===== src/logic/dacwd_pkg.sv =====
// Constants, field layouts and types of the DAC write decoder
package dacwd_pkg;

    // ------------------------------------------------------------
    // Sizes
    // ------------------------------------------------------------
    localparam int NCH = 8;
    localparam int CH_W = 3;
    localparam int MAIN_W = 10;
    localparam int SUB_W = 8;
    localparam int WORD_W = 16;
    localparam int CNT_W = 4;
    localparam int SYNC_W = 20;

    // ------------------------------------------------------------
    // Serial word layout, sent MSB first
    // ------------------------------------------------------------
    localparam int SER_SUB_BIT = 15;
    localparam int SER_KIND_HI = 14;
    localparam int SER_KIND_LO = 13;
    localparam int SER_CH_HI = 12;
    localparam int SER_CH_LO = 10;
    localparam logic [1:0] SER_KIND_SYS = 2'h0;
    localparam logic [1:0] SER_KIND_DATA = 2'h1;
    localparam logic [1:0] SER_KIND_CHAN = 2'h2;
    localparam logic [CNT_W-1:0] LAST_BIT = 4'hf;

    // ------------------------------------------------------------
    // System control register fields
    // ------------------------------------------------------------
    localparam int SYS_PWR_BIT = 5;
    localparam int SYS_OFFBIN_BIT = 6;
    localparam int SYS_REFL_BIT = 7;
    localparam int SYS_REFH_BIT = 8;

    // ------------------------------------------------------------
    // Channel control register fields
    // ------------------------------------------------------------
    localparam int CH_INTBIAS_BIT = 0;
    localparam int CH_STBY_N_BIT = 4;
    localparam int CH_SUB_BIT = 8;
    localparam int CH_EXTREF_BIT = 9;

    // ------------------------------------------------------------
    // Values after reset
    // ------------------------------------------------------------
    localparam logic [MAIN_W-1:0] SYS_CTRL_RST = 10'h040;
    localparam logic [MAIN_W-1:0] CHAN_CTRL_RST = 10'h000;
    localparam logic [MAIN_W-1:0] MAIN_IN_RST = 10'h200;
    localparam logic [SUB_W-1:0] SUB_IN_RST = 8'h80;
    localparam logic [MAIN_W-1:0] MAIN_OUT_RST = 10'h200;
    localparam logic [SUB_W-1:0] SUB_OUT_RST = 8'h80;
    localparam logic [WORD_W-1:0] SHIFT_RST = 16'h0000;
    localparam logic [CNT_W-1:0] CNT_RST = 4'h0;

    // ------------------------------------------------------------
    // Write request carried from decode to the registers
    // ------------------------------------------------------------
    typedef enum logic [1:0] {
        WK_SYS,
        WK_CHAN,
        WK_MAIN,
        WK_SUB
    } dacwd_kind_t;

    typedef struct packed {
        logic valid;
        dacwd_kind_t kind;
        logic [CH_W-1:0] chan;
        logic [MAIN_W-1:0] data;
        logic load_now;
    } dacwd_wreq_t;

endpackage


===== src/logic/dacwd_sync.sv =====
// Two-stage synchroniser for a vector of pin inputs
`timescale 1ns/100ps
module dacwd_sync #(
    parameter int W = 1
) (
    input wire logic i_mclk,
    input wire logic i_arst_n,
    input wire logic [W-1:0] i_async,
    output logic [W-1:0] o_sync
);

    logic [W-1:0] stage1;

    // ------------------------------------------------------------
    // First stage feeds only the second
    // ------------------------------------------------------------
    always_ff @(posedge i_mclk or negedge i_arst_n) begin
        if (!i_arst_n) begin
            // Idle-high level, so no false strobe edge follows reset
            stage1 <= '1;
            o_sync <= '1;
        end else begin
            stage1 <= i_async;
            o_sync <= stage1;
        end
    end

endmodule


===== src/logic/dacwd_top.sv =====
// Write decoder for a quad/octal 10-bit DAC with per-channel sub DAC
// Operation
// - Parallel system control write with mode 0 ignores channel address.
// - Parallel channel control write with mode 0 goes to addressed channel.
// - Mode 1 parallel writes are DAC data for the addressed channel.
// - System value 020 hex: parallel, twos complement, normal operation.
// - Channel value 011 hex: internal half-supply bias, data to main DAC.
// - Channel control may route parallel data to sub DAC until rewritten.
// - Twos complement main code 200 hex lowest, 1FF hex highest.
// - Offset binary main codes 0..1023, 512 is bias level.
// - Offset binary sub codes 0..255, 10000000 is zero offset.
// - Serial word 0060 hex is system write: offset binary, normal.
// - Serial word 4210 hex sets channel A to external reference.
// - Serial word 23FF hex loads full scale into channel A main DAC.
// - Serial word A3FF hex loads full scale into channel A sub DAC.
// - Serial words travel most significant bit first.
// - Serial data is captured on the falling serial clock edge.
// - Load strobe low at end of write updates output at once.
`timescale 1ns/100ps
module dacwd_top
    import dacwd_pkg::*;
(
    input wire logic i_mclk,
    input wire logic i_arst_n,
    input wire logic i_wr_n,
    input wire logic i_mode,
    input wire logic i_ctrl_sel,
    input wire logic [CH_W-1:0] i_channel_address_inputs,
    input wire logic [MAIN_W-1:0] i_data,
    input wire logic i_sclk,
    input wire logic i_sdin,
    input wire logic i_frame_sync_input_n,
    input wire logic i_output_load_strobe_n,
    output logic [MAIN_W-1:0] o_sys_ctrl,
    output logic [NCH-1:0][MAIN_W-1:0] o_chan_ctrl,
    output logic [NCH-1:0][MAIN_W-1:0] o_main_input,
    output logic [NCH-1:0][SUB_W-1:0] o_sub_input,
    output logic [NCH-1:0][MAIN_W-1:0] o_main_code,
    output logic [NCH-1:0][SUB_W-1:0] o_sub_code,
    output logic o_write_done
);

    // ------------------------------------------------------------
    // Pin synchronisation
    // ------------------------------------------------------------
    logic [SYNC_W-1:0] pins_raw;
    logic [SYNC_W-1:0] pins_s;
    logic wr_n_s;
    logic mode_s;
    logic ctrl_sel_s;
    logic [CH_W-1:0] addr_s;
    logic [MAIN_W-1:0] data_s;
    logic sclk_s;
    logic sdin_s;
    logic fs_n_s;
    logic ld_n_s;

    assign pins_raw = {i_wr_n, i_mode, i_ctrl_sel,
                       i_channel_address_inputs, i_data, i_sclk,
                       i_sdin, i_frame_sync_input_n,
                       i_output_load_strobe_n};

    dacwd_sync #(
        .W(SYNC_W)
    ) u_sync (
        .i_mclk(i_mclk),
        .i_arst_n(i_arst_n),
        .i_async(pins_raw),
        .o_sync(pins_s)
    );

    // Unpack synchronised pins
    assign {wr_n_s, mode_s, ctrl_sel_s, addr_s, data_s, sclk_s,
            sdin_s, fs_n_s, ld_n_s} = pins_s;

    // ------------------------------------------------------------
    // Edge detection on synchronised strobes
    // ------------------------------------------------------------
    logic wr_n_d;
    logic sclk_d;
    logic ld_n_d;
    logic wr_rise;
    logic sclk_fall;
    logic ld_fall;

    // Delayed copies for edge detection
    always_ff @(posedge i_mclk or negedge i_arst_n) begin
        if (!i_arst_n) begin
            wr_n_d <= 1'b1;
            sclk_d <= 1'b1;
            ld_n_d <= 1'b1;
        end else begin
            wr_n_d <= wr_n_s;
            sclk_d <= sclk_s;
            ld_n_d <= ld_n_s;
        end
    end

    // Write ends on the rising strobe; serial bits on the falling clock
    assign wr_rise = ~wr_n_d & wr_n_s;
    assign sclk_fall = sclk_d & ~sclk_s;
    assign ld_fall = ld_n_d & ~ld_n_s;

    // ------------------------------------------------------------
    // Serial shifter
    // ------------------------------------------------------------
    logic [WORD_W-1:0] shift;
    logic [CNT_W-1:0] bit_cnt;
    logic ser_bit;
    logic ser_done;
    logic [WORD_W-1:0] ser_word;

    assign ser_bit = sclk_fall & ~fs_n_s;
    assign ser_done = ser_bit & (bit_cnt == LAST_BIT);
    // First bit received lands at the top of the word
    assign ser_word = {shift[WORD_W-2:0], sdin_s};

    // Shift in while framed; a raised frame restarts the count
    always_ff @(posedge i_mclk or negedge i_arst_n) begin
        if (!i_arst_n) begin
            shift <= SHIFT_RST;
            bit_cnt <= CNT_RST;
        end else if (fs_n_s) begin
            bit_cnt <= CNT_RST;
        end else if (ser_bit) begin
            shift <= ser_word;
            bit_cnt <= bit_cnt + 4'h1;
        end
    end

    // ------------------------------------------------------------
    // Routing state per channel
    // ------------------------------------------------------------
    logic [MAIN_W-1:0] sys_ctrl;
    logic [NCH-1:0][MAIN_W-1:0] chan_ctrl;
    logic [NCH-1:0] sub_route;
    logic offbin;

    // Each channel keeps its own main/sub choice
    genvar g;
    generate
        for (g = 0; g < NCH; g = g + 1) begin : g_route
            assign sub_route[g] = chan_ctrl[g][CH_SUB_BIT];
        end
    endgenerate

    // One coding bit steers every channel, main and sub
    assign offbin = sys_ctrl[SYS_OFFBIN_BIT];

    // ------------------------------------------------------------
    // Serial request decode
    // ------------------------------------------------------------
    logic [1:0] ser_kind_f;
    dacwd_kind_t ser_kind;
    dacwd_wreq_t ser_req;

    assign ser_kind_f = ser_word[SER_KIND_HI:SER_KIND_LO];
    // 0060 -> system, 4210 -> channel, 23FF main, A3FF sub
    assign ser_kind = (ser_kind_f == SER_KIND_SYS) ? WK_SYS :
                      (ser_kind_f == SER_KIND_CHAN) ? WK_CHAN :
                      ser_word[SER_SUB_BIT] ? WK_SUB :
                      WK_MAIN;
    assign ser_req = '{valid: ser_done,
                       kind: ser_kind,
                       chan: ser_word[SER_CH_HI:SER_CH_LO],
                       data: ser_word[MAIN_W-1:0],
                       load_now: ~ld_n_s};

    // ------------------------------------------------------------
    // Parallel request decode
    // ------------------------------------------------------------
    dacwd_kind_t par_kind;
    dacwd_wreq_t par_req;

    // Mode 1 is data, routed by the addressed channel's choice
    assign par_kind = mode_s ?
                      (sub_route[addr_s] ? WK_SUB : WK_MAIN) :
                      (ctrl_sel_s ? WK_CHAN : WK_SYS);
    assign par_req = '{valid: wr_rise,
                       kind: par_kind,
                       chan: addr_s,
                       data: data_s,
                       load_now: ~ld_n_s};

    // Serial word wins if both end in one cycle
    dacwd_wreq_t req;
    assign req = ser_req.valid ? ser_req : par_req;

    // ------------------------------------------------------------
    // Code conversion to offset binary form at the outputs
    // ------------------------------------------------------------
    function automatic logic [MAIN_W-1:0] conv_main(
        input logic [MAIN_W-1:0] code,
        input logic is_offbin
    );
        // Twos complement: 200 lowest, 1FF highest after msb flip
        conv_main = is_offbin ? code :
                    {~code[MAIN_W-1], code[MAIN_W-2:0]};
    endfunction

    function automatic logic [SUB_W-1:0] conv_sub(
        input logic [SUB_W-1:0] code,
        input logic is_offbin
    );
        // Offset binary 80 is zero offset; twos complement 00 is zero
        conv_sub = is_offbin ? code :
                   {~code[SUB_W-1], code[SUB_W-2:0]};
    endfunction

    // ------------------------------------------------------------
    // Register writes and output updates
    // ------------------------------------------------------------
    logic [NCH-1:0][MAIN_W-1:0] main_in;
    logic [NCH-1:0][SUB_W-1:0] sub_in;
    logic [NCH-1:0][MAIN_W-1:0] main_out;
    logic [NCH-1:0][SUB_W-1:0] sub_out;

    // Control registers: system write takes no channel address
    always_ff @(posedge i_mclk or negedge i_arst_n) begin
        if (!i_arst_n) begin
            sys_ctrl <= SYS_CTRL_RST;
            chan_ctrl <= {NCH{CHAN_CTRL_RST}};
        end else if (req.valid) begin
            case (req.kind)
                WK_SYS: begin
                    sys_ctrl <= req.data;
                end
                WK_CHAN: begin
                    chan_ctrl[req.chan] <= req.data;
                end
                default: begin
                end
            endcase
        end
    end

    // Input data registers for the targeted DAC only
    always_ff @(posedge i_mclk or negedge i_arst_n) begin
        if (!i_arst_n) begin
            main_in <= {NCH{MAIN_IN_RST}};
            sub_in <= {NCH{SUB_IN_RST}};
        end else if (req.valid) begin
            case (req.kind)
                WK_MAIN: begin
                    main_in[req.chan] <= req.data;
                end
                WK_SUB: begin
                    sub_in[req.chan] <= req.data[SUB_W-1:0];
                end
                default: begin
                end
            endcase
        end
    end

    // Output registers: strobe edge loads all, low strobe loads now
    always_ff @(posedge i_mclk or negedge i_arst_n) begin
        if (!i_arst_n) begin
            main_out <= {NCH{MAIN_OUT_RST}};
            sub_out <= {NCH{SUB_OUT_RST}};
        end else begin
            if (ld_fall) begin
                for (int c = 0; c < NCH; c++) begin
                    main_out[c] <= conv_main(main_in[c], offbin);
                    sub_out[c] <= conv_sub(sub_in[c], offbin);
                end
            end
            if (req.valid && req.load_now) begin
                case (req.kind)
                    WK_MAIN: begin
                        main_out[req.chan] <=
                            conv_main(req.data, offbin);
                    end
                    WK_SUB: begin
                        sub_out[req.chan] <=
                            conv_sub(req.data[SUB_W-1:0], offbin);
                    end
                    default: begin
                    end
                endcase
            end
        end
    end

    // Write-complete pulse
    always_ff @(posedge i_mclk or negedge i_arst_n) begin
        if (!i_arst_n) begin
            o_write_done <= 1'b0;
        end else begin
            o_write_done <= req.valid;
        end
    end

    // ------------------------------------------------------------
    // Outputs straight from registers
    // ------------------------------------------------------------
    assign o_sys_ctrl = sys_ctrl;
    assign o_chan_ctrl = chan_ctrl;
    assign o_main_input = main_in;
    assign o_sub_input = sub_in;
    assign o_main_code = main_out;
    assign o_sub_code = sub_out;

endmodule


===== config.mk =====
export PLATFORM = sky130hd
export DESIGN_NAME = dacwd_top
export DESIGN_NICKNAME = d
export VERILOG_FILES = /design/src/logic/dacwd_pkg.sv /design/src/logic/dacwd_sync.sv /design/src/logic/dacwd_top.sv
export SDC_FILE = /design/constraint.sdc
export NUM_CORES = 1
export LEC_CHECK = 0
export BUFFER_PORTS_ARGS = -buffer_cell sky130_fd_sc_hd__buf_2
export CELL_PAD_IN_SITES_DETAIL_PLACEMENT = 2
export CELL_PAD_IN_SITES_GLOBAL_PLACEMENT = 2
export CORE_ASPECT_RATIO = 0.9
export CORE_MARGIN = 5
export CORE_UTILIZATION = 36
export CTS_CLUSTER_SIZE = 8
export DETAILED_ROUTE_END_ITERATION = 8
export PLACE_DENSITY = 0.94
export SYNTH_ARGS = -nofsm -noshare
export SYNTH_HDL_FRONTEND = slang
export SYNTH_SLANG_ARGS = --single-unit

===== constraint.sdc =====
create_clock -name i_mclk -period 6.56 [get_ports i_mclk]
set_input_delay 0.328 -clock i_mclk [delete_from_list [all_inputs] [get_ports i_mclk]]
set_output_delay 0.328 -clock i_mclk [all_outputs]
set_load 0.02 [all_outputs]

==> flow_summary_export.csv, run 1 <==
group,metric,value,unit
power,ir_drop,0.222,mV
worst_setup_path,crit_type,"reg2reg",
worst_setup_path,critPathRequiredTime,7.06,ns
global_routing,grt_pass1_vias,18778,
layout,nets,2253,
sta,fin_worst_skew,0.0312,ns
placement,gp_congestion,0.903,
sta,setup_viol,0,
sta,max-slew-margin-rel,11.2,%
logic_synthesis,synthArstFlopShare,100,%
floorplanning,row_count,78,
routing,drcViolationCount,0,
routing,via_per_inst,5.70,
logic_synthesis,synth_edf_count,0,
clocking,cts_buffers,61,
layout,layout-drive-gt1-share,30.0,%
sta,hold_viol,0,
floorplanning,die_h,224,um
sta,tightestPinTransition,1.32,ns
clocking,htree_levels,2,
clocking,cts_root_buf,"clkbuf_16",
logic_synthesis,synth_area_per_cell,9.91,sq um
power,swShare,34.9,%
logic_synthesis,syn_nets,1879,
global_routing,groute.usage.overall,29.6,%
worst_hold_path,hp-class,"in2async",
logic_synthesis,syn-instance-count,1856,
logic_synthesis,synth_most_common_cell,"nand2_1",
layout,diodes,0,
layout,syn2layout_area_growth,25.5,%
logic_synthesis,netlist_area,18400,sq um
power,power_density,368,nW/um^2
routing,wire_per_inst,28.6,um
worst_setup_path,critPathLaunchType,"flip-flop",
logic_synthesis,yosysSeqAreaShare,60.5,%
run,cap_violations,0,
logic_synthesis,netlist_top_cells_count,"nand2_1, dfrtp_1, nor2_1, o21ai_0, a31oi_1",
worst_setup_path,arrival,4.68,ns
global_routing,antenna_found_initial,2,
logic_synthesis,synth_top_area_share,49.7,%
global_routing,grt_pass1_wl,125000,um
logic_synthesis,yosys_warnings,0,
floorplanning,die_width,248,um
sta,max_freq,0.239,GHz
routing,num_vias,16867,
sta,period_share,63.7,%
worst_setup_path,worstPathMaxFanout,30,
power,internal-power,0.00554,W
routing,drt_iter0_markers,1316,
layout,nFillCells,5335,
clocking,cts.sinks,441,
sta,tns,0,ns
clocking,clkTransAtPathRegs,0.06,ns
routing,drt_first_pass_iters,5,
worst_setup_path,ff2ff_path_depth,7,
sta,fin_crit,4.18,ns
run_status,status,"finished, final reports clean",
sta,rsz0062_at_grt,"no",
logic_synthesis,synth_seq_cells,441,
layout,final_util,45.8,%
power,switchingPower,0.00297,W
routing,drt_wl_total,84600,um
sta,finalMaxSlewViolations,0,
power,p_comb_share,22.1,%
global_routing,grt_overflow_total,0,
global_routing,grt_max_degree,141,
floorplanning,die_area,55700,sq um
logic_synthesis,yosysTopAreaCell,"dfrtp_1",
logic_synthesis,ys_types,62,
floorplanning,initial_core_util,36.5,%
placement,dp_hpwl,56100,um
floorplanning,core_region_area,50500,sq um
routing,drtAntennaViolNets,0,
floorplanning,io_pins,401,
worst_setup_path,critPathCaptureType,"flip-flop",
logic_synthesis,synth.top_cells.by_area,"dfrtp_1, dfstp_2, nand2_1",
power,pwr-share-clk,35.5,%
power,cellLeakagePower,11.2,nW
clocking,cts_tree,"yes",
clocking,cts.path.max_buffers,3,
clocking,post_cts.repair.setup_buffers,0,
placement,io_buffers,400,
power,p_seq_share,42.4,%
logic_synthesis,synthFlopType,"dfrtp_1",
clocking,clk_latency,0.63,ns
[routing by layer]
layer  global-route usage, %  share of wire, %
met3                    5.60               5.9
met4                    16.1               6.5
met5                       0                 0
met1                    36.3                39
met2                    49.4                49
[path summary, 6_finish.rpt]
check / startpoint / to / slack [ns]
setup / recovery: sclk_d$_DFF_PN1_ / o_sub_code[39]$_DFF_PN1_ / 2.38
hold / removal: i_arst_n / o_main_code[45]$_DFF_PN0_ / 0.28
setup reg to reg: sclk_d$_DFF_PN1_ / o_sub_code[39]$_DFF_PN1_ / 2.38
hold reg to reg: u_sync.stage1[18]$_DFF_PN1_ / u_sync.o_sync[18]$_DFF_PN1_ / 0.35
max in group asynchronous: i_arst_n / o_chan_ctrl[33]$_DFFE_PN0P_ / 4.57
min in group i_mclk: i_data[7] / u_sync.stage1[11]$_DFF_PN1_ / 0.35
[cell usage in the layout, fill, tap and decap left out, drive strengths merged, types with 4 or more instances in the layout]
master / n
a211oi: 4
a21oi: 106
a31oi: 111
and3: 5
buf: 442
clkbuf: 111
dfrtp: 365
dfstp: 76
dlygate4sd3: 21
inv: 7
mux2: 54
mux2i: 35
nand2: 435
nand2b: 4
nand3: 17
nand3b: 5
nand4: 13
nor2: 231
nor2b: 5
nor3: 7
nor3b: 5
o211ai: 20
o21ai: 144
o221a: 6
o221ai: 5
xor2: 8
[worst max-delay path, cell delays in order, from the launching register on]
cell and delay, ns:
dfstp_2 0.53, or3b_2 0.70, nor2_4 0.73, nor4_4 0.11, buf_4 0.29, o21ai_1 0.91
mux2_2 0.44, a222oi_1 0.35
[state kept, by name, summed over array words and instances (netlist names)]
| name | flops |
|---|---|
| bit_cnt | 4 |
| ld_n_d | 1 |
| o_chan_ctrl | 80 |
| o_main_code | 80 |
| o_main_input | 80 |
| o_sub_code | 64 |
| o_sub_input | 64 |
| o_sys_ctrl | 10 |
| o_write_done | 1 |
| sclk_d | 1 |
| shift | 15 |
| u_sync.o_sync | 20 |
| u_sync.stage1 | 20 |
| wr_n_d | 1 |
[cell type report]
type | count | area, sq um | area share [%]
inverter | 6 | 22.5 | 0.0975
clock inverter | 3 | 43.8 | 0.190
multi-input combinational | 1257 | 6760 | 29.3
tap | 680 | 851 | 3.68
clock buffer | 111 | 1740 | 7.52
timing repair buffer | 463 | 2550 | 11.1
sequential | 441 | 11100 | 48.2
[through the flow]
step | hold slack [ns] | instances | instance area (sq um) | worst slack [ns] | total power [W]
after floorplan | 0.0324 | 1856 | 18400 | 3.98 | 0.00451
after CTS | 0.322 | 2960 | 23100 | 2.13 | 0.00856
after detailed placement | 0.348 | 2825 | 21100 | 2.17 | 0.00547
final | 0.283 | 2961 | 23100 | 2.38 | 0.00851
after global routing | 0.347 | 2961 | 23100 | 2.07 | 0.00882
after global placement | 0.346 | 2825 | 21100 | 2.39 | 0.00532
[logic make-up (layout without fill, tap and decap cells)]
family / Yosys count / after routing / synth area share (%)
xor+xnor: 9 / 9 / 0.429
fa+ha+maj: 1 / 1 / 0.0680
buf+inv: 158 / 583 / 3.80
flops: 441 / 441 / 60.5
mux: 90 / 90 / 5.33
simple gates: 739 / 739 / 16.4
compound gates: 418 / 418 / 13.5
[power groups by stage]
stage	Clock (W)	Combinational [W]	Sequential [W]
final	0.00302	0.00188	0.00361
after global routing	0.00319	0.00199	0.00365
after CTS	0.00307	0.00189	0.00360
after detailed placement	0	0.00185	0.00363
after global placement	0	0.00174	0.00358
after floorplan	0	0.000508	0.00400
[timing repair]
item	in CTS	in global routing
hold buffers	21	0
resized for setup	0	0
hold endpoints to repair	69	0
endpoints found under the setup margin	0	0
Power figures use the tool's default switching activity.
==> inputs of run 2 (changes only) <==
CORE_UTILIZATION = 34   (was 36)
PLACE_DENSITY = 0.9   (was 0.94)
clock period = 3.9 ns   (was 6.56 ns; I/O delays follow)
==> flow_summary_export.csv, run 2 (synthesized netlist as in run 1, its figures left out) <==
group,metric,value,unit
routing,num_vias,16764,
routing,drt_wl_total,83700,um
layout,postLayoutCellArea,23400,sq um
clocking,clkTransAtPathRegs,0.05,ns
worst_setup_path,critPathSlowestCell,"mux2i_2",
global_routing,groute.usage.overall,27.9,%
routing,drcViolationCount,0,
power,power,0.0142,W
placement,gp_congestion,0.880,
sta,finalMaxSlewViolations,0,
worst_setup_path,max_stage_delay,0.70,ns
placement,dp.cells,2874,
floorplanning,initial_core_util,34.5,%
sta,fin_worst_skew,0.0168,ns
floorplanning,row_count,80,
clocking,htree_levels,2,
routing,via_per_inst,5.57,
layout,syn2layout_area_growth,27.0,%
layout,final_common_cell,"nand2_1",
floorplanning,die_h,231,um
worst_setup_path,critPathCaptureType,"flip-flop",
placement,dp_hpwl,57200,um
global_routing,grt_pass1_vias,18807,
global_routing,antenna_found_initial,1,
worst_setup_path,r2r_slack,0.36,ns
global_routing,grt_overflow_total,0,
floorplanning,die_width,255,um
worst_setup_path,arrival,4.02,ns
sta,max_freq,0.282,GHz
power,ir_drop,0.337,mV
power,cellLeakagePower,11.4,nW
worst_hold_path,hp-class,"in2async",
clocking,cts_buffers,61,
layout,most-common-layout-cells,"nand2_1, buf_2, dfrtp_1, nor2_1, o21ai_0",
sta,max-slew-margin-rel,21.4,%
worst_setup_path,cp_cell_sequence,"nor3b_4, nand2_2, mux2i_2, buf_4, o2111ai_2, o21ai_0",
layout,layout.cells.non_filler,3007,
worst_setup_path,critPathRequiredTime,4.37,ns
clocking,cts_tree,"yes",
floorplanning,core_region_area,53300,sq um
sta,tightestPinTransition,1.17,ns
sta,rsz0062_at_grt,"no",
sta,fin_crit,3.54,ns
routing,drt_iter0_markers,1042,
clocking,cts_resized,0,
sta,hold_viol,0,
clocking,cts.sinks,441,
clocking,cts_root_buf,"clkbuf_16",
worst_setup_path,crit_type,"reg2reg",
worst_setup_path,worstPathMaxFanout,20,
run_status,status,"finished, final reports clean",
routing,drtAntennaViolNets,0,
placement,io_buffers,400,
global_routing,grt_max_degree,117,
sta,period_share,90.8,%
clocking,clk_latency,0.61,ns
power,power_density,606,nW/um^2
global_routing,grt_pass1_wl,125000,um
worst_setup_path,critPathLaunchType,"flip-flop",
sta,setup_viol,0,
placement,placedInstanceArea,21400,sq um
sta,tns,0,ns
floorplanning,die_area,58900,sq um
floorplanning,io_pins,401,
clocking,cts.path.max_buffers,3,
routing,wire_per_inst,27.8,um
layout,nets,2284,
run,cap_violations,0,
routing,drt_first_pass_iters,5,
layout,layout-drive-gt1-share,30.9,%
-- run 2: cell types whose count changed in the layout (fill, tap and decap cells not counted), sizes merged --
cell | previous run | this run
clkbuf | 111 | 110
inv | 7 | 6
buf | 442 | 473
clkinvlp | 1 | 0
diode | 0 | 1
-- run 2: power breakdown --
part	total [W]	leakage, nW	switching, W	internal, W
clock	0.00496	0.814	0.00205	0.00291
sequential	0.00609	5.59	0.000700	0.00539
combinational	0.00312	4.97	0.00215	0.000975
total	0.0142	11.4	0.00490	0.00927
-- run 2: metal layers --
layer  global-route usage (%)  share of wire (%)  vias up
li1                         -                  -     7127
met1                     35.1                 41     8875
met2                     48.0                 50      555
met3                     3.79                4.4      207
met4                     12.1                4.9        0
met5                        0                  0        -
-- run 2: layout make-up --
cell class | instances | area (sq um)
Timing Repair Buffer | 494 | 2860
Sequential cell | 441 | 11100
Multi-Input combinational cell | 1257 | 6760
Antenna cell | 1 | 2.50
Clock inverter | 1 | 8.76
Clock buffer | 110 | 1710
Inverter | 6 | 22.5
Fill cell | 5639 | 29900
Tap cell | 697 | 872
-- run 2: worst paths after layout --
check                                                to                  startpoint  cells past startpoint
max in group asynchronous  o_main_input[24]$_DFFE_PN0P_                    i_arst_n                      3
setup / recovery            o_chan_ctrl[17]$_DFFE_PN0P_            sclk_d$_DFF_PN1_                      6
hold reg to reg              u_sync.o_sync[8]$_DFF_PN1_  u_sync.stage1[8]$_DFF_PN1_                      0
setup reg to reg            o_chan_ctrl[17]$_DFFE_PN0P_            sclk_d$_DFF_PN1_                      6
min in group i_mclk          u_sync.stage1[9]$_DFF_PN1_                   i_data[5]                      2
hold / removal              o_chan_ctrl[40]$_DFFE_PN0P_                    i_arst_n                      2
-- run 2: critical path, delay by kind of cell, from the launching register on --
kind / cells / cell delay [ns]
buf+inv: 1 / 0.30
compound gates: 2 / 1.03
mux: 1 / 0.70
simple gates: 2 / 0.85
flops: 1 / 0.53
-- run 2: per-stage QoR --
step | utilization [%] | worst slack [ns] | hold WS (ns)
2_1_floorplan | - | 1.32 | -0.101
3_3_place_gp | 40.2 | 0.654 | 0.218
3_5_place_dp | 40.2 | 0.463 | 0.229
4_1_cts | 43.9 | 0.346 | 0.200
5_1_grt | 43.9 | 0.119 | 0.219
6_report | 43.9 | 0.358 | 0.189
-- run 2: repair_timing --
item,in CTS,in global routing
hold buffers,21,0
endpoints found under the hold margin,93,0
setup buffers,0,0
endpoints found under the setup margin,0,0
==> inputs of run 3 (changes only) <==
PLACE_DENSITY = default   (was 0.9)
PLACE_DENSITY_LB_ADDON = 0.2   (was default)
==> flow_summary_export.csv, run 3 (synthesized netlist as in run 1, its figures left out) <==
group,metric,value,unit
layout,seq_area,11100,sq um
placement,io_buffers,400,
clocking,clkTransAtPathRegs,0.05,ns
floorplanning,core_region_area,53300,sq um
floorplanning,io_pins,401,
power,pwr-share-clk,35.5,%
placement,gp_congestion,0.846,
worst_setup_path,crit_type,"reg2reg",
layout,syn2layout_area_growth,27.4,%
layout,final_common_cell,"nand2_1",
clocking,clk_latency,0.62,ns
power,cellLeakagePower,11.4,nW
global_routing,groute.usage.overall,26.6,%
sta,tns,0,ns
floorplanning,die_area,58900,sq um
routing,drtAntennaViolNets,0,
global_routing,grt_overflow_total,0,
power,p_seq_share,42.8,%
worst_setup_path,critPathSlowestCell,"o21ai_0",
sta,fin_crit,3.44,ns
layout,layout.cells.non_filler,3012,
worst_setup_path,critPathLaunchType,"flip-flop",
routing,drt_wl_total,79500,um
sta,fin_worst_skew,0.0339,ns
floorplanning,row_count,80,
floorplanning,initial_core_util,34.5,%
routing,drt_iter0_markers,899,
layout,nFillCells,5707,
sta,rsz0062_at_grt,"no",
sta,period_share,88.1,%
power,swShare,34.0,%
clocking,cts_root_buf,"clkbuf_16",
worst_setup_path,max_stage_delay,0.75,ns
worst_setup_path,critPathCaptureType,"flip-flop",
sta,setup_viol,0,
routing,drcViolationCount,0,
power,switchingPower,0.00479,W
clocking,htree_levels,2,
worst_hold_path,hp-class,"in2async",
run_status,status,"finished, final reports clean",
routing,wire_per_inst,26.4,um
power,power_density,601,nW/um^2
clocking,cts_tree,"yes",
worst_setup_path,cpMostUsedCell,"o21ai_0",
run,cap_violations,0,
layout,most-common-layout-cells,"nand2_1, buf_2, dfrtp_1, nor2_1, o21ai_0",
worst_setup_path,cp_cell_sequence,"ha_1, and3_1, nand2_2, buf_4, o21ai_0, o211ai_1, nand2_1, o21ai_0",
worst_setup_path,critPathRequiredTime,4.33,ns
global_routing,grt_max_degree,103,
sta,max_freq,0.291,GHz
global_routing,grt_pass1_wl,119000,um
power,internal-power,0.00930,W
clocking,cts.path.max_buffers,3,
clocking,cts.sinks,441,
placement,dp_hpwl,55500,um
clocking,post_cts.repair.setup_buffers,0,
layout,nets,2285,
routing,via_per_inst,5.37,
sta,finalMaxSlewViolations,0,
layout,multiInputGateArea,6760,sq um
power,p_comb_share,21.7,%
worst_setup_path,ff2ff_path_depth,8,
sta,hold_viol,0,
layout,layout-drive-gt1-share,31.0,%
worst_setup_path,arrival,3.87,ns
power,ir_drop,0.472,mV
routing,num_vias,16174,
floorplanning,die_width,255,um
routing,drt_first_pass_iters,5,
floorplanning,die_h,231,um
clocking,cts_buffers,61,
placement,dp.cells,2875,
sta,max-slew-margin-rel,20.4,%
worst_setup_path,worstPathMaxFanout,16,
sta,tightestPinTransition,1.19,ns
global_routing,antenna_found_initial,3,
global_routing,grt_pass1_vias,17809,
-- run 3: cell count changes in the layout (fill, tap and decap cells not counted) --
cell	before	now
nand2_1	431	430
nand2_2	4	5
clkbuf_1	49	50
inv_6	0	2
clkinv_4	1	0
buf_12	7	10
clkbuf_8	0	1
clkinv_2	0	1
buf_4	66	64
-- run 3: worst paths after layout --
| path | endpoint | start | slack (ns) |
|---|---|---|---|
| max in group asynchronous | o_main_code[20]$_DFF_PN0_ | i_arst_n | 2.65 |
| max reg2reg | o_sub_input[45]$_DFFE_PN0P_ | bit_cnt[0]$_DFFE_PN0P_ | 0.46 |
| min reg2reg | u_sync.o_sync[2]$_DFF_PN1_ | u_sync.stage1[2]$_DFF_PN1_ | 0.35 |
| min | o_sub_code[10]$_DFF_PN0_ | i_arst_n | 0.14 |
| min in group i_mclk | u_sync.stage1[14]$_DFF_PN1_ | i_channel_address_inputs[0] | 0.24 |
| max | o_sub_input[45]$_DFFE_PN0P_ | bit_cnt[0]$_DFFE_PN0P_ | 0.46 |
-- run 3: final cells by class --
cell class / count / area share (%)
Antenna cell: 1 / 0.0107
Clock inverter: 3 / 0.0961
Sequential cell: 441 / 47.5
Tap cell: 697 / 3.72
Clock buffer: 112 / 7.37
Multi-Input combinational cell: 1257 / 28.8
Timing Repair Buffer: 495 / 12.4
Inverter: 6 / 0.0961
-- run 3: per-stage QoR --
stage	hold slack, ns	worst slack (ns)	cell area (sq um)	power (W)	utilization [%]
2_1_floorplan	-0.101	1.32	18400	0.00759	-
3_3_place_gp	0.224	0.674	21500	0.00903	40.3
3_5_place_dp	0.222	0.520	21500	0.00918	40.3
4_1_cts	0.154	0.448	23400	0.0143	44.0
5_1_grt	0.197	0.153	23400	0.0147	44.0
6_report	0.139	0.463	23400	0.0141	44.0
-- run 3: critical path: cells and delay by family, from the launching register on --
kind	cells	cell delay (ns)
adders and majority gates	1	0.24
AOI/OAI and AO/OA	3	1.55
DFF	1	0.40
and+or+nand+nor	3	0.84
buffers and inverters	1	0.24
-- run 3: per-layer routing --
metal / vias up / global-route usage (%) / routed length [um]
met2: 364 / 44.9 / 39000
met1: 8561 / 36.1 / 35100
met4: 0 / 7.08 / 2120
met5: - / 0 / 0
met3: 112 / 3.74 / 3210
li1: 7137 / - / -
-- run 3: what timing repair did --
action / 4_1_cts / 5_1_grt
resized for setup: 0 / 0
hold buffers: 21 / 0
hold endpoints to repair: 86 / 0
-- run 3: power by group through the flow --
stage                     sequential (W)  combinational (W)  clock (W)
final                            0.00604            0.00306    0.00500
after global routing             0.00612            0.00328    0.00530
after CTS                        0.00604            0.00311    0.00511
after detailed placement         0.00611            0.00307          0
after global placement           0.00606            0.00297          0
after floorplan                  0.00673           0.000855          0
